### src/design/ctah_map.svh
// Offsets, field positions and timing counts of the carrier trunk order handler.
`ifndef CTAH_MAP_SVH
`define CTAH_MAP_SVH
`define CTAH_ORD_W      23
`define CTAH_MBIT       17
`define CTAH_CMD_HI     22
`define CTAH_CMD_LO     20
`define CTAH_ARG_HI     16
`define CTAH_ARG_LO     9
`define CTAH_TRK_HI     8
`define CTAH_MOP_HI     16
`define CTAH_MOP_LO     14
`define CTAH_CMD_STATE  3'h1
`define CTAH_CMD_DIGIT  3'h2
`define CTAH_CMD_LINK   3'h3
`define CTAH_CMD_STPS   3'h5
`define CTAH_MOP_TIMING_PARAMETER_BLOCK  3'h0
`define CTAH_MOP_RDCNT  3'h1
`define CTAH_MOP_CLRCNT 3'h2
`define CTAH_MOP_INSVC  3'h3
`define CTAH_POB_SLOTS  4
`define CTAH_OTH_SLOTS  11
`define CTAH_TRK_PER_Q  7'h78
`define CTAH_NDG        20
`define CTAH_NTRK       480
`define CTAH_CH_PER_DG  24
`define CTAH_CH_FIRST   5'h04
`define CTAH_CH_STEP    5'h04
`define CTAH_CH_LAST    5'h1b
`define CTAH_CLK_NS     25
`define CTAH_CYCLE_NS   10000000
`define CTAH_BIT_NS     50000
`define CTAH_BIT_CLKS   ((`CTAH_BIT_NS) / (`CTAH_CLK_NS))
`define CTAH_A_TIMING_PARAMETER_BLOCK    6'h20
`define CTAH_A_CNT      6'h28
`define CTAH_A_INSVC    6'h38
`define CTAH_A_CALL     6'h3a
`define CTAH_A_WPTR     6'h3f
`define CTAH_EV_DISCARD 4'h0
`define CTAH_EV_EXEC    4'h1
`define CTAH_EV_NOPSR   4'h2
`define CTAH_EV_FRAME   4'h3
`define CTAH_MT_DIGIT   3'h1
`define CTAH_MT_REPLY   3'h7
`define CTAH_TY_CNT     8'h01
`define CTAH_CNT_WORDS  16
`define CTAH_R_ORDER    4'h0
`define CTAH_R_STATUS   4'h4
`define CTAH_R_MSG      4'h8
`endif

### src/design/ctah_pkg.sv
// Types shared by both ends of the carrier trunk order handler.
package ctah_pkg;
  // Device sequencer states, Gray coded except on the EXEC to IDLE step.
  typedef enum logic [1:0] {DS_IDLE = 2'b00, DS_DRAIN = 2'b01, DS_EXEC = 2'b11, DS_REPORT = 2'b10} ctah_dst_t;
  // Host bus-side states.
  typedef enum logic [1:0] {HS_IDLE = 2'b00, HS_WAIT = 2'b01, HS_DONE = 2'b11} ctah_hst_t;
endpackage

### src/design/ctah_link_if.sv
// Link between the central processor end and the order handler device.
interface ctah_link_if (input wire logic hclk, input wire logic hresetn);
  logic        order_wr;   // Host pushes one order.
  logic [22:0] order_data; // Order word.
  logic        order_full; // Device input FIFO full.
  logic        ans_rd;     // Host reads one answer word.
  logic [5:0]  ans_addr;   // Answer memory word address.
  logic [15:0] ans_data;   // Answer word, one cycle after ans_rd.
  logic        ans_valid;  // Marks ans_data.
  modport dev  (input order_wr, order_data, ans_rd, ans_addr, output order_full, ans_data, ans_valid);
  modport host (output order_wr, order_data, ans_rd, ans_addr, input order_full, ans_data, ans_valid);
endinterface

### src/design/ctah_device.sv
// Order intake, record keeping, reply formatting and serial link of the trunk handler.
//
// The AHB-Lite register port and the register offsets were decided locally.
`include "ctah_map.svh"
module ctah_device #(
  parameter int CYCLE_CLKS = `CTAH_CYCLE_NS / `CTAH_CLK_NS, // Program cycle length.
  parameter int FIFO_AW    = 4,                             // Input FIFO address width.
  parameter int NPSR       = 16                             // Pulsing state records.
) (
  // Clock and reset.
  input  wire logic   hclk,
  input  wire logic   hresetn,
  // Order and answer link.
  ctah_link_if.dev    lnk,
  // Serial channel to the channel bank controller.
  output logic        ser_tx,
  input  wire logic   ser_rx
);
  localparam int PW = $clog2(NPSR);
  // Complete control state of the device.
  typedef struct packed {
    ctah_pkg::ctah_dst_t st;
    logic [19:0] tick;       // Program cycle counter.
    logic [FIFO_AW:0] fwr;   // FIFO write pointer.
    logic [FIFO_AW:0] frd;   // FIFO read pointer.
    logic [2:0] pob_n;       // Buffer orders in hopper.
    logic [3:0] oth_n;       // Other orders in hopper.
    logic [2:0] pob_i;       // Next buffer order to run.
    logic [3:0] oth_i;       // Next other order to run.
    logic [4:0] rep_i;       // Count report word index.
    logic [4:0] mwp;         // Reply ring write pointer.
    logic [PW-1:0] psr_nx;   // Next free pulsing record.
    logic [4:0] cur_dg;      // Digroup of the last state change.
    logic [11:0] tx_cnt;     // Transmit bit timer.
    logic [3:0] tx_bit;      // Transmit bits left.
    logic [9:0] tx_sh;       // Transmit shifter.
    logic [11:0] rx_cnt;     // Receive bit timer.
    logic [3:0] rx_bit;      // Receive bits left.
    logic [8:0] rx_sh;       // Receive shifter.
    logic rx_pend;           // Received byte awaiting reply.
    logic [7:0] rx_byte;     // Received byte.
    logic [15:0] ans_data;   // Answer read data.
    logic ans_valid;         // Answer read strobe.
  } ctah_dstate_t;
  ctah_dstate_t s_reg, s_next;
  // Memories.
  logic [`CTAH_ORD_W-1:0] fifo_mem [2**FIFO_AW];
  logic [`CTAH_ORD_W-1:0] pob_hop [`CTAH_POB_SLOTS];
  logic [`CTAH_ORD_W-1:0] oth_hop [`CTAH_OTH_SLOTS];
  logic [31:0]  trk_rec [`CTAH_NTRK];      // Status, pending, translation, link bytes.
  logic [127:0] dg_rec [`CTAH_NDG];        // Message, status, alarms, error counts.
  logic [175:0] psr_rec [NPSR];            // Digits, call link, list pointers, states.
  logic [31:0]  tl_head [3];               // First and last pointers per timing list.
  logic [PW-1:0] link_tab [256];           // Call link number to record index.
  logic [15:0]  ev_cnt [`CTAH_CNT_WORDS];  // 32-byte event count block.
  logic [15:0]  prm [8];                   // 16-byte timing parameter block.
  logic [15:0]  ring [32];                 // Reply ring.
  logic [23:0]  insvc_reg;                 // In-service mask.
  logic [63:0]  call_reg;                  // Call address block, flags first.
  logic [`CTAH_NTRK-1:0] trk_lnk;          // Trunks that hold a pulsing record link; cleared at reset.
  // Memory write controls from the combinational block.
  logic fifo_we, hop_we, hop_pob, trk_we, dg_we, psr_we, tl_we, lt_we, ev_inc, ev_clr, prm_we, msg_we, ins_we, call_we;
  logic [3:0]  hop_idx, ev_idx, prm_idx;
  logic [8:0]  trk_idx;
  logic [31:0] trk_w;
  logic [175:0] psr_w;
  logic [15:0] msg_w;
  logic [7:0]  lt_idx;
  logic [63:0] call_w;
  logic [`CTAH_ORD_W-1:0] ord;
  logic [2:0]  cmd, mop;
  logic        op_ok, go_tx;

  ////////////////////////////////////////////////////////////////////////////
  // Map a trunk position 0-23 in its digroup onto channel numbers 4..27.
  function automatic logic [4:0] ch_of(input logic [4:0] p);
    ch_of = 5'(`CTAH_CH_FIRST + `CTAH_CH_STEP * (p % 5'd6) + p / 5'd6);
  endfunction
  // Accept host trunk numbers in the four quadrants and give a dense index.
  function automatic logic [9:0] trk_of(input logic [8:0] t);
    trk_of = {(t[6:0] < `CTAH_TRK_PER_Q), 9'(t[8:7] * `CTAH_TRK_PER_Q + t[6:0])};
  endfunction
  // Answer memory read decoder.
  function automatic logic [15:0] ans_word(input logic [5:0] a);
    if (a < `CTAH_A_TIMING_PARAMETER_BLOCK) ans_word = ring[a[4:0]];
    else if (a < `CTAH_A_CNT) ans_word = prm[a[2:0]];
    else if (a < `CTAH_A_INSVC) ans_word = ev_cnt[a[3:0]];
    else if (a < `CTAH_A_CALL) ans_word = a[0] ? {8'h00, insvc_reg[23:16]} : insvc_reg[15:0];
    else if (a < `CTAH_A_WPTR) ans_word = call_reg[16*a[1:0] +: 16];
    else ans_word = {11'h000, s_reg.mwp};
  endfunction

  ////////////////////////////////////////////////////////////////////////////
  // Sequencer, FIFO, hopper, order execution and serial link.
  always_comb
  begin
    logic [9:0] tk;
    logic [4:0] dg, pos;
    s_next = s_reg;
    {fifo_we, hop_we, hop_pob, trk_we, dg_we, psr_we, tl_we, lt_we} = '0;
    {ev_inc, ev_clr, prm_we, msg_we, ins_we, call_we, go_tx} = '0;
    hop_idx = '0; ev_idx = `CTAH_EV_EXEC; prm_idx = '0; lt_idx = '0;
    trk_w = '0; psr_w = '0; msg_w = '0; call_w = '0; op_ok = 1'b0;
    ord = s_reg.pob_i < s_reg.pob_n ? pob_hop[s_reg.pob_i[1:0]] : oth_hop[s_reg.oth_i];
    cmd = ord[`CTAH_CMD_HI:`CTAH_CMD_LO];
    mop = ord[`CTAH_MOP_HI:`CTAH_MOP_LO];
    tk = trk_of(ord[`CTAH_TRK_HI:0]);
    trk_idx = tk[8:0];
    dg = 5'(tk[8:0] / `CTAH_CH_PER_DG);
    pos = 5'(tk[8:0] % `CTAH_CH_PER_DG);
    s_next.tick = s_reg.tick + 20'h1;
    s_next.ans_valid = lnk.ans_rd;
    if (lnk.ans_rd) s_next.ans_data = ans_word(lnk.ans_addr);
    // Host writes are taken whenever there is room.
    if (lnk.order_wr && !lnk.order_full)
    begin
      fifo_we = 1'b1;
      s_next.fwr = s_reg.fwr + 1'b1;
    end
    unique case (s_reg.st)
      ctah_pkg::DS_IDLE:
        if (s_reg.tick >= 20'(CYCLE_CLKS - 1))
        begin
          s_next.tick = '0;
          s_next.st = ctah_pkg::DS_DRAIN;
          {s_next.pob_n, s_next.oth_n, s_next.pob_i, s_next.oth_i} = '0;
        end
      ctah_pkg::DS_DRAIN:
        // Empty the FIFO into the hopper; stop early only when a part is full.
        if (s_reg.frd == s_reg.fwr || s_reg.pob_n == 3'(`CTAH_POB_SLOTS)
            || s_reg.oth_n == 4'(`CTAH_OTH_SLOTS)) s_next.st = ctah_pkg::DS_EXEC;
        else
        begin
          hop_we = 1'b1;
          s_next.frd = s_reg.frd + 1'b1;
          hop_pob = !fifo_mem[s_reg.frd[FIFO_AW-1:0]][`CTAH_MBIT];
          hop_idx = hop_pob ? 4'(s_reg.pob_n) : s_reg.oth_n;
          if (hop_pob) s_next.pob_n = s_reg.pob_n + 3'h1;
          else s_next.oth_n = s_reg.oth_n + 4'h1;
        end
      ctah_pkg::DS_EXEC:
        if (s_reg.pob_i == s_reg.pob_n && s_reg.oth_i == s_reg.oth_n) s_next.st = ctah_pkg::DS_IDLE;
        else if (!(ord[`CTAH_MBIT] && mop == `CTAH_MOP_RDCNT) && !(s_reg.tx_bit != 4'h0
                 && !ord[`CTAH_MBIT] && cmd == `CTAH_CMD_STATE))
        begin
          if (s_reg.pob_i < s_reg.pob_n) s_next.pob_i = s_reg.pob_i + 3'h1;
          else s_next.oth_i = s_reg.oth_i + 4'h1;
          ev_inc = 1'b1;
          if (!ord[`CTAH_MBIT])
          begin
            // Operational: trunk must exist and be in service; digit and link orders also check its link flag.
            op_ok = tk[9] && insvc_reg[dg];
            trk_w = trk_rec[trk_idx];
            psr_w = psr_rec[link_tab[ord[`CTAH_ARG_HI:`CTAH_ARG_LO]]];
            call_w = {4'h0, 1'b0, pos, 1'b0, dg, 7'h00, trk_idx, 16'h0007};
            unique case (cmd)
              `CTAH_CMD_STATE:
              begin
                trk_w[15:8] = {1'b1, 3'h0, ord[12:9]}; // Pending change with process marker.
                go_tx = op_ok;
                s_next.cur_dg = dg;
              end
              `CTAH_CMD_DIGIT:
              begin
                op_ok = op_ok && trk_lnk[trk_idx];
                psr_w[175:168] = {4'h0, ord[16:13]};
                psr_w[47:40] = 8'h01; // Activity: outpulsing.
              end
              `CTAH_CMD_LINK:
              begin
                op_ok = op_ok && !trk_lnk[trk_idx] && s_reg.psr_nx != PW'(NPSR - 1);
                if (tk[9] && s_reg.psr_nx == PW'(NPSR - 1))
                begin
                  ev_idx = `CTAH_EV_NOPSR;
                end
                lt_we = op_ok;
                lt_idx = ord[`CTAH_ARG_HI:`CTAH_ARG_LO];
                trk_w[31:24] = 8'(s_reg.psr_nx);
                trk_w[1] = 1'b1;
                psr_w = '0;
                psr_w[111:104] = ord[`CTAH_ARG_HI:`CTAH_ARG_LO]; // Call register link.
                psr_w[63:48] = 16'hffff; // Short list next pointer: end.
                tl_we = op_ok;
                if (op_ok) s_next.psr_nx = s_reg.psr_nx + 1'b1;
              end
              `CTAH_CMD_STPS: trk_w[0] = 1'b1;
              default: op_ok = 1'b0;
            endcase
            trk_we = op_ok;
            psr_we = op_ok && (cmd == `CTAH_CMD_DIGIT || cmd == `CTAH_CMD_LINK);
            call_we = op_ok;
            if (!op_ok && ev_idx != `CTAH_EV_NOPSR) ev_idx = `CTAH_EV_DISCARD;
            msg_we = op_ok;
            msg_w = {1'b0, `CTAH_MT_REPLY, cmd, trk_idx};
          end
          else
          begin
            // Maintenance orders.
            unique case (mop)
              `CTAH_MOP_TIMING_PARAMETER_BLOCK: begin prm_we = 1'b1; prm_idx = ord[11:8]; end
              `CTAH_MOP_CLRCNT: ev_clr = 1'b1;
              `CTAH_MOP_INSVC: ins_we = ord[4:0] < 5'(`CTAH_NDG);
              default: ;
            endcase
            msg_we = 1'b1;
            msg_w = {3'b100, 10'h000, mop};
          end
        end
        else if (ord[`CTAH_MBIT] && mop == `CTAH_MOP_RDCNT)
        begin
          // A count report order; a state change meeting a busy transmitter just waits here.
          s_next.st = ctah_pkg::DS_REPORT;
          s_next.rep_i = '0;
        end
      ctah_pkg::DS_REPORT:
      begin
        // Header then sixteen count words.
        msg_we = 1'b1;
        msg_w = s_reg.rep_i == 5'h0 ? {3'b110, 1'b0, 4'(`CTAH_CNT_WORDS + 1 - 2), `CTAH_TY_CNT}
                                    : ev_cnt[4'(s_reg.rep_i - 5'h1)];
        s_next.rep_i = s_reg.rep_i + 5'h1;
        if (s_reg.rep_i == 5'(`CTAH_CNT_WORDS))
        begin
          s_next.st = ctah_pkg::DS_EXEC;
          s_next.oth_i = s_reg.oth_i + 4'h1;
        end
      end
    endcase
    // A received byte is reported once the order path leaves the ring free.
    if (s_reg.rx_pend && !msg_we)
    begin
      msg_we = 1'b1;
      msg_w = {1'b0, `CTAH_MT_DIGIT, 4'h0, s_reg.rx_byte};
      s_next.rx_pend = 1'b0;
      dg_we = 1'b1;
    end
    if (msg_we) s_next.mwp = s_reg.mwp + 5'h1;
    // Serial transmitter: start bit, 8 data bits LSB first, stop bit.
    if (go_tx)
    begin
      s_next.tx_sh = {1'b1, ch_of(pos), ord[11:9], 1'b0};
      s_next.tx_bit = 4'd10;
      s_next.tx_cnt = 12'(`CTAH_BIT_CLKS - 1);
    end
    else if (s_reg.tx_bit != 4'h0)
      if (s_reg.tx_cnt == 12'h0)
      begin
        s_next.tx_sh = {1'b1, s_reg.tx_sh[9:1]};
        s_next.tx_bit = s_reg.tx_bit - 4'h1;
        s_next.tx_cnt = 12'(`CTAH_BIT_CLKS - 1);
      end
      else s_next.tx_cnt = s_reg.tx_cnt - 12'h1;
    // Serial receiver: sample at mid-bit after a falling start edge.
    if (s_reg.rx_bit == 4'h0)
    begin
      if (!ser_rx)
      begin
        s_next.rx_bit = 4'd10;
        s_next.rx_cnt = 12'(`CTAH_BIT_CLKS / 2);
      end
    end
    else if (s_reg.rx_cnt == 12'h0)
    begin
      s_next.rx_sh = {ser_rx, s_reg.rx_sh[8:1]};
      s_next.rx_bit = s_reg.rx_bit - 4'h1;
      s_next.rx_cnt = 12'(`CTAH_BIT_CLKS - 1);
      if (s_reg.rx_bit == 4'h1)
      begin
        s_next.rx_pend = ser_rx;
        s_next.rx_byte = s_reg.rx_sh[8:1];
      end
    end
    else s_next.rx_cnt = s_reg.rx_cnt - 12'h1;
  end

  ////////////////////////////////////////////////////////////////////////////
  // State register.
  always_ff @(posedge hclk or negedge hresetn)
  begin
    if (!hresetn)
    begin
      s_reg <= '0;
      s_reg.tx_sh <= 10'h3ff; // Line idles high.
    end
    else s_reg <= s_next;
  end

  ////////////////////////////////////////////////////////////////////////////
  // Memory writes; records come up unknown, only the in-service mask, tl_head[0] and link flags reset.
  always_ff @(posedge hclk)
  begin
    if (fifo_we) fifo_mem[s_reg.fwr[FIFO_AW-1:0]] <= lnk.order_data;
    if (hop_we && hop_pob) pob_hop[hop_idx[1:0]] <= fifo_mem[s_reg.frd[FIFO_AW-1:0]];
    if (hop_we && !hop_pob) oth_hop[hop_idx] <= fifo_mem[s_reg.frd[FIFO_AW-1:0]];
    if (trk_we) trk_rec[trk_idx] <= trk_w;
    if (psr_we && cmd == `CTAH_CMD_LINK) psr_rec[s_reg.psr_nx] <= psr_w;
    if (psr_we && cmd == `CTAH_CMD_DIGIT) psr_rec[link_tab[lt_idx]] <= psr_w;
    if (lt_we) link_tab[lt_idx] <= s_reg.psr_nx;
    if (tl_we) tl_head[0] <= {(tl_head[0][31:16] == 16'hffff ? 16'(s_reg.psr_nx) : tl_head[0][31:16]),
                              16'(s_reg.psr_nx)};
    if (dg_we) dg_rec[s_reg.cur_dg] <= {s_reg.rx_byte, dg_rec[s_reg.cur_dg][119:0]};
    if (prm_we) prm[prm_idx[3:1]][8*prm_idx[0] +: 8] <= ord[7:0];
    if (msg_we) ring[s_reg.mwp] <= msg_w;
    if (call_we) call_reg <= call_w;
    for (int i = 0; i < `CTAH_CNT_WORDS; i++)
      if (ev_clr) ev_cnt[i] <= 16'h0000;
      else if (ev_inc && ev_idx == 4'(i)) ev_cnt[i] <= ev_cnt[i] + 16'h1;
    if (!hresetn) insvc_reg <= 24'h000000;
    else if (ins_we) insvc_reg[ord[4:0]] <= ord[5];
    if (!hresetn) tl_head[0] <= 32'hffffffff;
    // Link flags live apart from the records, which come up unknown.
    if (!hresetn) trk_lnk <= '0;
    else if (lt_we) trk_lnk[trk_idx] <= 1'b1;
  end

  // Handshake and data outputs.
  assign lnk.order_full = (s_reg.fwr ^ s_reg.frd) == {1'b1, {FIFO_AW{1'b0}}};
  assign lnk.ans_data   = s_reg.ans_data;
  assign lnk.ans_valid  = s_reg.ans_valid;
  assign ser_tx         = s_reg.tx_sh[0];
endmodule

### src/flat_wrapper.sv
// flat-port wrapper written by rule: the top's interface ports become plain ports
module ctah_device_flat 
#(
  parameter int CYCLE_CLKS = `CTAH_CYCLE_NS / `CTAH_CLK_NS,                         
  parameter int FIFO_AW    = 4,                                                         
  parameter int NPSR       = 16                                                      
)
  (hclk, hresetn, ser_tx, ser_rx, lnk_order_wr, lnk_order_data, lnk_ans_rd, lnk_ans_addr, lnk_order_full, lnk_ans_data, lnk_ans_valid);
  ctah_link_if lnk_i (.hclk(hclk), .hresetn(hresetn));
  input  wire logic hclk;
  input  wire logic hresetn;
  output logic ser_tx;
  input  wire logic ser_rx;
  input wire logic [$bits(lnk_i.order_wr)-1:0] lnk_order_wr;
  input wire logic [$bits(lnk_i.order_data)-1:0] lnk_order_data;
  input wire logic [$bits(lnk_i.ans_rd)-1:0] lnk_ans_rd;
  input wire logic [$bits(lnk_i.ans_addr)-1:0] lnk_ans_addr;
  output wire logic [$bits(lnk_i.order_full)-1:0] lnk_order_full;
  output wire logic [$bits(lnk_i.ans_data)-1:0] lnk_ans_data;
  output wire logic [$bits(lnk_i.ans_valid)-1:0] lnk_ans_valid;
  assign lnk_i.order_wr = lnk_order_wr;
  assign lnk_i.order_data = lnk_order_data;
  assign lnk_i.ans_rd = lnk_ans_rd;
  assign lnk_i.ans_addr = lnk_ans_addr;
  assign lnk_order_full = lnk_i.order_full;
  assign lnk_ans_data = lnk_i.ans_data;
  assign lnk_ans_valid = lnk_i.ans_valid;
  ctah_device #(.CYCLE_CLKS(CYCLE_CLKS), .FIFO_AW(FIFO_AW), .NPSR(NPSR)) u_core (.hclk(hclk), .hresetn(hresetn), .lnk(lnk_i), .ser_tx(ser_tx), .ser_rx(ser_rx));
endmodule
### config.mk
export PLATFORM = sky130hd
export DESIGN_NAME = ctah_device_flat
export DESIGN_NICKNAME = d
export VERILOG_FILES = /design/src/design/ctah_pkg.sv /design/src/design/ctah_link_if.sv /design/src/design/ctah_device.sv /design/src/flat_wrapper.sv
export VERILOG_INCLUDE_DIRS = /design/src /design/src/design
export SDC_FILE = /design/constraint.sdc
export NUM_CORES = 2
export LEC_CHECK = 0
export BUFFER_PORTS_ARGS = -buffer_cell sky130_fd_sc_hd__buf_4
export CAP_MARGIN = 20
export CORE_MARGIN = 2
export CORE_UTILIZATION = 29
export CTS_CLUSTER_DIAMETER = 50
export DETAILED_ROUTE_END_ITERATION = 7
export PLACE_DENSITY_LB_ADDON = 0.05
export SYNTH_ARGS = -nofsm -noshare
export SYNTH_HDL_FRONTEND = slang
export SYNTH_SLANG_ARGS = --single-unit
### constraint.sdc
create_clock -name hclk -period 11.25 [get_ports hclk]
set_input_delay 0.5625 -clock hclk [delete_from_list [all_inputs] [get_ports hclk]]
set_output_delay 0.5625 -clock hclk [all_outputs]
set_load 0.005 [all_outputs]
Word level (Yosys, flattened, before mapping)
Memory sizes are Yosys's and may differ from the RTL's.
Cells that the tools add are included.
- flip-flop bits (word level): 705
- latch bits: 0
- RAM bits: 1609
- bits in read-only memories: 0
- input bits: 34
- output and inout port bits: 19
- logic and storage cells: 436
- memories: 6
- add/subtract/negate cells: 35
- multipliers: 1
- div/mod/pow operators: 4
- order comparisons: 14
- equal/unequal tests: 51
- shifts and indexed selects: 3
- mux-type cells: 199
- bitwise gates (word level): 24
- reductions and logical operators: 74
- memory list (memory ; depth ; width ; rd ports ; clocked after Yosys merged registers in ; write ports ; line ; source):
    u_core.ring ; 32 ; 16 ; 1 ; 0 ; 1 ; ctah_device.sv:57 ; logic [15:0] ring [32];
    u_core.fifo_mem ; 16 ; 23 ; 1 ; 0 ; 1 ; ctah_device.sv:47 ; logic [`CTAH_ORD_W-1:0] fifo_mem [2**FIFO_AW];
    u_core.ev_cnt ; 16 ; 16 ; 18 ; 0 ; 16 ; ctah_device.sv:55 ; logic [15:0] ev_cnt [`CTAH_CNT_WORDS];
    u_core.oth_hop ; 11 ; 23 ; 1 ; 0 ; 1 ; ctah_device.sv:49 ; logic [`CTAH_ORD_W-1:0] oth_hop [`CTAH_OTH_SLOTS];
    u_core.prm ; 8 ; 16 ; 1 ; 0 ; 1 ; ctah_device.sv:56 ; logic [15:0] prm [8];
    u_core.pob_hop ; 4 ; 23 ; 1 ; 0 ; 1 ; ctah_device.sv:48 ; logic [`CTAH_ORD_W-1:0] pob_hop [`CTAH_POB_SLOTS];
- operators with widths (cell ; number):
    16-bit two-way mux ; 30
    480-bit bitwise OR ; 1
    16-bit by 1-bit adder with 16-bit output (second input constant) ; 16
    1-bit two-way mux ; 109
    4-bit two-way mux ; 21
    64-bit by 7-bit variable part select with 16-bit output ; 1
    26-bit two-way mux ; 2
    22-bit two-way mux ; 2
    4-bit == test (second input constant) ; 10
    12-bit two-way mux ; 3
    4-bit negation with 34-bit output ; 1
    8-bit by 34-bit variable shift with 16-bit output (first input constant) ; 1
    8-bit by 34-bit variable part select with 16-bit output ; 1
    1-bit logical AND ; 33
    9-bit by 5-bit divider with 32-bit output (second input constant) ; 1
    9-bit by 5-bit remainder unit with 32-bit output (second input constant) ; 1
    16-bit one-hot mux with 2 select lines ; 1
    6-bit less-than comparator (second input constant) ; 5
    14-bit two-way mux ; 2
    24-bit bitwise mux ; 1
    12-bit logical NOT ; 2
    12-bit by 1-bit subtractor with 12-bit output (second input constant) ; 2
    23-bit two-way mux ; 1
    20-bit by 1-bit adder with 20-bit output (second input constant) ; 1
    other kinds (73) ; 157

Logic depth before layout (Yosys ltp)
- depth after elaboration: 28
- gate-level depth with buffers: 43
- gate-level depth less buffers: 34

Worst setup path before layout
Ideal clock, no wire load.
- path kind: register -> register
- start point: reg u_core.s_reg[96] (netlist bit)
- end point: mem u_core.ring[15][0] (enable)
- setup time: 0.388 ns
- arrival time: 9.041 ns
- data required time: 10.862 ns
- setup slack: 1.821 ns
- cell stages (with the launch flop): 36
- buffers on the path: 9
- cells stage by stage: dfrtp_1 > buf_4 > buf_2 > buf_2 > clkbuf_1 > buf_2 > buf_1 > mux4_2 > nand2_1 > a21oi_1 > a21oi_1 > o21ai_0 > inv_1 > ha_1 > ha_1 > a21oi_1 > o22ai_2 > xnor2_4 > clkinv_1 > buf_2 > buf_1 > ha_1 > o21bai_1 > nor2_1 > o21ai_1 > or4_4 > a31o_2 > and3_1 > buf_2 > a221oi_2 > o21ai_1 > a32oi_2 > nand3_1 > o211ai_2 > nand2_1 > nor2_1
- cells in the longest elaborated chain, start to end: 24
- RTL lines (element ; line ; source):
    from (decl) ; ctah_device.sv:45 ; ctah_dstate_t s_reg, s_next;
    from (signal assigned) ; ctah_device.sv:285 ; else s_reg <= s_next;
    memory read 11 x 23 bit (*) ; n/a ;
    23-bit two-way mux (*) ; ctah_device.sv:104 ; ord = s_reg.pob_i < s_reg.pob_n ? pob_hop[s_reg.pob_i[1:0]] : oth_hop[s_reg.oth_i];
    2-bit by 4-bit multiplier with 6-bit output (no source line) ; n/a ;
    9-bit by 7-bit adder with 9-bit output (*) ; ctah_device.sv:81 ; trk_of = {(t[6:0] < `CTAH_TRK_PER_Q), 9'(t[8:7] * `CTAH_TRK_PER_Q + t[6:0])};
    via u_core.trk_idx[8] ; ctah_device.sv:64 ; logic [8:0] trk_idx;
    9-bit by 5-bit divider with 32-bit output (no source line) ; n/a ;
    1-bit binary-select mux with 5-bit select ; ctah_device.sv:152 ; op_ok = tk[9] && insvc_reg[dg];
    1-bit two-way mux (not written as such) ; ctah_device.sv:152 ;
    (+9 left out) ; n/a ;
    1-bit two-way mux (*) ; ctah_device.sv:143 ; else if (!(ord[`CTAH_MBIT] && mop == `CTAH_MOP_RDCNT) && !(s_reg.tx_bit != 4'h0
    1-bit two-way mux (*) ; ctah_device.sv:142 ; if (s_reg.pob_i == s_reg.pob_n && s_reg.oth_i == s_reg.oth_n) s_next.st = ctah_pkg::DS_IDLE;
    1-bit one-hot mux with 2 select lines (*) ; ctah_device.sv:120 ; unique case (s_reg.st)
    1-bit logical NOT ; ctah_device.sv:230 ; if (s_reg.rx_pend && !msg_we)
    1-bit logical AND ; ctah_device.sv:230 ;
    1-bit two-way mux (*) ; ctah_device.sv:230 ;
    1-bit two-way mux (*) ; ctah_device.sv:303 ; if (msg_we) ring[s_reg.mwp] <= msg_w;
    1-bit two-way mux (not written as such) (*) ; ctah_device.sv:303 ;
    to (decl) ; ctah_device.sv:57 ;
Mark *: on every way through the listed nets, which the timed path passes. The rest lies on a longest branch. The select of a mux whose other input is x is not followed.

Worst setup path in the final report
- start point: reg u_core.s_reg[98] (netlist bit)
- end point: mem u_core.ring[4][9] (enable)
- cells in the longest elaborated chain, start to end: 24
- RTL lines (element ; line):
    memory read 11 x 23 bit ; n/a
    23-bit two-way mux ; ctah_device.sv:104
    2-bit by 4-bit multiplier with 6-bit output (no source line) ; n/a
    9-bit by 7-bit adder with 9-bit output ; ctah_device.sv:81
    9-bit by 5-bit divider with 32-bit output (no source line) ; n/a
    1-bit binary-select mux with 5-bit select ; ctah_device.sv:152
    1-bit two-way mux (not written as such) ; ctah_device.sv:152
    1-bit logical AND ; ctah_device.sv:152
    (+8 left out) ; n/a
    1-bit two-way mux ; ctah_device.sv:143
    1-bit two-way mux (*) ; ctah_device.sv:142
    1-bit one-hot mux with 2 select lines (*) ; ctah_device.sv:120
    1-bit logical NOT ; ctah_device.sv:230
    1-bit logical AND ; ctah_device.sv:230
    1-bit two-way mux (*) ; ctah_device.sv:230
    1-bit two-way mux (*) ; ctah_device.sv:303
    1-bit two-way mux (not written as such) (*) ; ctah_device.sv:303
Every way passes the cells marked *; elsewhere a longest branch is shown, timed or not. The select of a mux whose other input is x is not followed.

==> impl_metrics.sql <==
INSERT INTO impl_metrics (metric_group, metric, value, unit) VALUES
('placement', 'gp_routability_congestion', '0.760', ''),
('global_route', 'most_used_routing_layer', 'met2', ''),
('logic_synthesis', 'synthMuxAreaShare', '11.5', '%'),
('global_route', 'grtUsageMet2', '30.6', '%'),
('timing', 'max_slew_margin', '14.7', '%'),
('setup_path', 'worst_ep_arrival_time', '10.13', 'ns'),
('layout', 'final_nets', '6473', ''),
('global_route', 'antenna_violations_before_repair', '15', ''),
('global_route', 'number_of_global_route_vias_before_repair', '55117', ''),
('clocking', 'clock_tree.buffer_depth', '4', ''),
('logic_synthesis', 'syn_inst', '6287', ''),
('setup_path', 'critical_path_buf_inv_count', '6', ''),
('timing', 'rsz0062_at_grt', 'no', ''),
('min_path', 'holdPathStages', '3', ''),
('timing', 'worst_hold_slack', '0.164', 'ns'),
('setup_path', 'worst-endpoint-required', '11.80', 'ns'),
('timing', 'fin_worst_skew', '0.0537', 'ns'),
('timing', 'slew_violations', '0', ''),
('route', 'post-route-drc-count', '0', ''),
('setup_path', 'critPathKind', 'flip-flop to flip-flop', ''),
('route', 'via_per_inst', '5.18', ''),
('global_route', 'largest_net_degree_at_the_start_of_global_routing', '147', ''),
('timing', 'final_min_period_over_clock_period', '85.2', '%'),
('logic_synthesis', 'synth.top_cells.by_area', 'sky130_fd_sc_hd__edfxtp_1 47%, sky130_fd_sc_hd__dfxtp_1 12%, sky130_fd_sc_hd__mux4_2 8.3%', ''),
('clocking', 'cts_tree', 'built', ''),
('logic_synthesis', 'asyncSetResetFlopFracSynth', '6.93', '%'),
('layout', 'largest_register', 'u_core.ring', ''),
('logic_synthesis', 'yosys.area_share.xor_xnor', '1.16', '%'),
('min_path', 'worst_hold_path_type', 'primary input to flip-flop', ''),
('timing', 'clock_period_minus_final_worst_setup_slack', '9.59', 'ns'),
('pwr', 'total_power', '17.6', 'mW'),
('placement', 'detailed_place_hpwl', '163000', 'um'),
('placement', 'dpl_cell_area', '89200', 'sq um'),
('setup_path', 'cpLargestDelayFamily', 'compound AO/OA/AOI/OAI gates', ''),
('setup_path', 'timing.reg2reg.worst_path_depth', '29', ''),
('die', 'floorplan.die.width', '542', 'um'),
('logic_synthesis', 'netlist.area_leader.share', '46.8', '%'),
('global_route', 'global_route.usage.met1', '24.7', '%'),
('layout', 'largest_reg_flops', '512', ''),
('logic_synthesis', 'simple_gate_fraction_of_synth_area', '10.0', '%'),
('clocking', 'clk_latency', '0.89', 'ns'),
('logic_synthesis', 'synth_top_family_by_area', 'multiplexers', ''),
('setup_path', 'worstSetupPathDepth', '29', ''),
('logic_synthesis', 'post_synth_num_cell_types', '102', ''),
('setup_path', 'endpoint_kind', 'flip-flop', ''),
('route', 'detailroute.via_count', '53930', ''),
('timing', 'setup_tns', '0', 'ns'),
('layout', 'area_growth', '18.3', '%'),
('timing', 'clock.fmax', '0.104', 'GHz'),
('pwr', 'powerDensity', '177', 'nW/um^2'),
('global_route', 'global_route.overflow_total', '0', ''),
('route', 'route.detailed.wl_per_inst', '26.2', 'um'),
('logic_synthesis', 'syn_area_cell', '13.4', 'sq um'),
('setup_path', 'critical_path.max_fanout', '19', ''),
('clocking', 'tritoncts.num_buffers', '302', ''),
('logic_synthesis', 'yosysWarnings', '0', ''),
('job', 'max_cap_violations', '0', ''),
('setup_path', 'startpoint_type', 'flip-flop', ''),
('global_route', 'grt_first_pass_wirelength', '398000', 'um'),
('die', 'floorplan.die.height', '542', 'um'),
('logic_synthesis', 'synth_largest_area_cell', 'sky130_fd_sc_hd__edfxtp_1', ''),
('timing', 'timing.final.hold_violations', '0', ''),
('layout', 'layout.cell_area.non_filler', '99400', 'sq um'),
('logic_synthesis', 'synth-edff-count', '1310', ''),
('logic_synthesis', 'synth_adder_area_share', '0.738', '%'),
('timing', 'worst_slew_pin_slew', '1.27', 'ns'),
('timing', 'setup_viol_count_final', '0', ''),
('logic_synthesis', 'ys_dominant_reg_cell', 'sky130_fd_sc_hd__edfxtp_1', ''),
('run_status', 'run_status', 'finished, final reports clean', ''),
('logic_synthesis', 'synth_compound_gate_area_share', '11.0', '%'),
('logic_synthesis', 'synth_sequential_area_ratio', '62.8', '%');
==> path summary, 6_finish.rpt <==
check / from / end / slack (ns)
max: u_core.s_reg[98] / u_core.ring[4][9] / 1.66
min in group asynchronous: hresetn / u_core.lnk.ans_data[12] / 0.27
max reg2reg: u_core.s_reg[98] / u_core.ring[4][9] / 1.66
max in group asynchronous: hresetn / u_core.s_reg[133] / 8.84
min: lnk_order_wr / u_core.s_reg[115] / 0.16
min reg2reg: u_core.trk_lnk[419] / u_core.trk_lnk[419] / 0.45
==> metrics by stage <==
step,cells,utilization (%)
2_1_floorplan,6302,-
3_3_place_gp,9838,30.9
3_5_place_dp,9841,30.9
4_1_cts,10405,34.5
5_1_grt,10411,34.5
6_report,10412,34.5
==> kinds of logic (layout without fill, tap and decap cells) <==
group                    Yosys count  after routing
flip-flops                      1949           1949
buffers and inverters            556            882
AO/OA/AOI/OAI                   1303           1303
adder cells (fa/ha/maj)           49             49
XOR/XNOR                         108            108
other                              1             19
AND/OR/NAND/NOR                 1755           1755
multiplexers                     566            566
==> cells in the mapped netlist, types with 52 or more instances <==
library cell and count:
sky130_fd_sc_hd__mux4_2 308, sky130_fd_sc_hd__inv_1 67, sky130_fd_sc_hd__mux2_2 88, sky130_fd_sc_hd__and2_1 57, sky130_fd_sc_hd__nor2_1 313, sky130_fd_sc_hd__dfrtp_1 126
sky130_fd_sc_hd__o21a_1 486, sky130_fd_sc_hd__edfxtp_1 1310, sky130_fd_sc_hd__o21ai_0 129, sky130_fd_sc_hd__buf_1 71, sky130_fd_sc_hd__xnor2_1 54, sky130_fd_sc_hd__dfxtp_1 504
sky130_fd_sc_hd__buf_2 94, sky130_fd_sc_hd__nor4_1 125, sky130_fd_sc_hd__xor2_1 52, sky130_fd_sc_hd__nor3_1 442, sky130_fd_sc_hd__nand3_1 130, sky130_fd_sc_hd__mux2i_1 167
sky130_fd_sc_hd__a21oi_1 215, sky130_fd_sc_hd__a211oi_1 117, sky130_fd_sc_hd__clkbuf_1 281, sky130_fd_sc_hd__and3_1 85, sky130_fd_sc_hd__nand2_1 460
==> placed cells by master (no fill, tap or decap), types with 17 or more instances in the layout <==
cell type and instances:
sky130_fd_sc_hd__dlygate4sd3_1 22, sky130_fd_sc_hd__dfrtp_1 121, sky130_fd_sc_hd__nand2_1 460, sky130_fd_sc_hd__nor2b_1 17, sky130_fd_sc_hd__xor2_1 51, sky130_fd_sc_hd__o22ai_1 32, sky130_fd_sc_hd__a31oi_1 26, sky130_fd_sc_hd__mux4_2 308
sky130_fd_sc_hd__o211ai_1 27, sky130_fd_sc_hd__o21ai_0 126, sky130_fd_sc_hd__a21boi_0 21, sky130_fd_sc_hd__nor2_1 286, sky130_fd_sc_hd__buf_4 221, sky130_fd_sc_hd__nand2b_1 17, sky130_fd_sc_hd__inv_6 27, sky130_fd_sc_hd__a211oi_1 117
sky130_fd_sc_hd__clkinv_2 41, sky130_fd_sc_hd__clkinvlp_4 33, sky130_fd_sc_hd__nor3_1 432, sky130_fd_sc_hd__edfxtp_1 1310, sky130_fd_sc_hd__nand4_1 29, sky130_fd_sc_hd__a21oi_1 212, sky130_fd_sc_hd__mux2i_1 167, sky130_fd_sc_hd__dfxtp_1 504
sky130_fd_sc_hd__clkbuf_16 305, sky130_fd_sc_hd__xnor2_1 54, sky130_fd_sc_hd__clkinv_1 28, sky130_fd_sc_hd__clkbuf_1 42, sky130_fd_sc_hd__nor4_1 123, sky130_fd_sc_hd__inv_1 67, sky130_fd_sc_hd__nand3_1 130, sky130_fd_sc_hd__mux2_2 88
sky130_fd_sc_hd__a221oi_1 43, sky130_fd_sc_hd__bufinv_16 25, sky130_fd_sc_hd__o21a_1 486, sky130_fd_sc_hd__and2_1 57, sky130_fd_sc_hd__ha_1 48, sky130_fd_sc_hd__nor2_2 22, sky130_fd_sc_hd__or3_1 20, sky130_fd_sc_hd__and3_1 85
==> worst min-delay path, cell delays in order <==
cell	delay, ns
sky130_fd_sc_hd__buf_4	0.09
sky130_fd_sc_hd__and2_1	0.25
sky130_fd_sc_hd__xnor2_1	0.09
==> power breakdown <==
group,leakage [nW],internal [mW],switching (mW)
registers,16.4,7.75,0.0479
clock network,4.77,5.69,3.56
logic,10.2,0.169,0.372
total,31.3,13.6,3.98
==> area by class of cell <==
| class | count | area (sq um) | share of cell area (%) |
|---|---|---|---|
| sequential | 1949 | 52800 | 53.2 |
| multi-input combinational | 3797 | 29300 | 29.5 |
| clock buffer | 361 | 7980 | 8.03 |
| tap | 3781 | 4730 | 4.76 |
| timing repair buffer | 267 | 2330 | 2.34 |
| clock inverter | 181 | 1940 | 1.96 |
| inverter | 73 | 284 | 0.286 |
| antenna | 3 | 7.51 | 0.00755 |
==> timing repair <==
item,in CTS,in global routing
buffers inserted,0,0
gates resized for setup,0,0
hold buffers,22,0
endpoints found under the hold margin,347,0
==> layer usage <==
layer	part of all wire (%)	routed length, um
met1	45	124000
met2	48	131000
met3	3.7	10100
met4	2.5	6940
met5	0.027	74
Power figures use the tool's default switching activity.
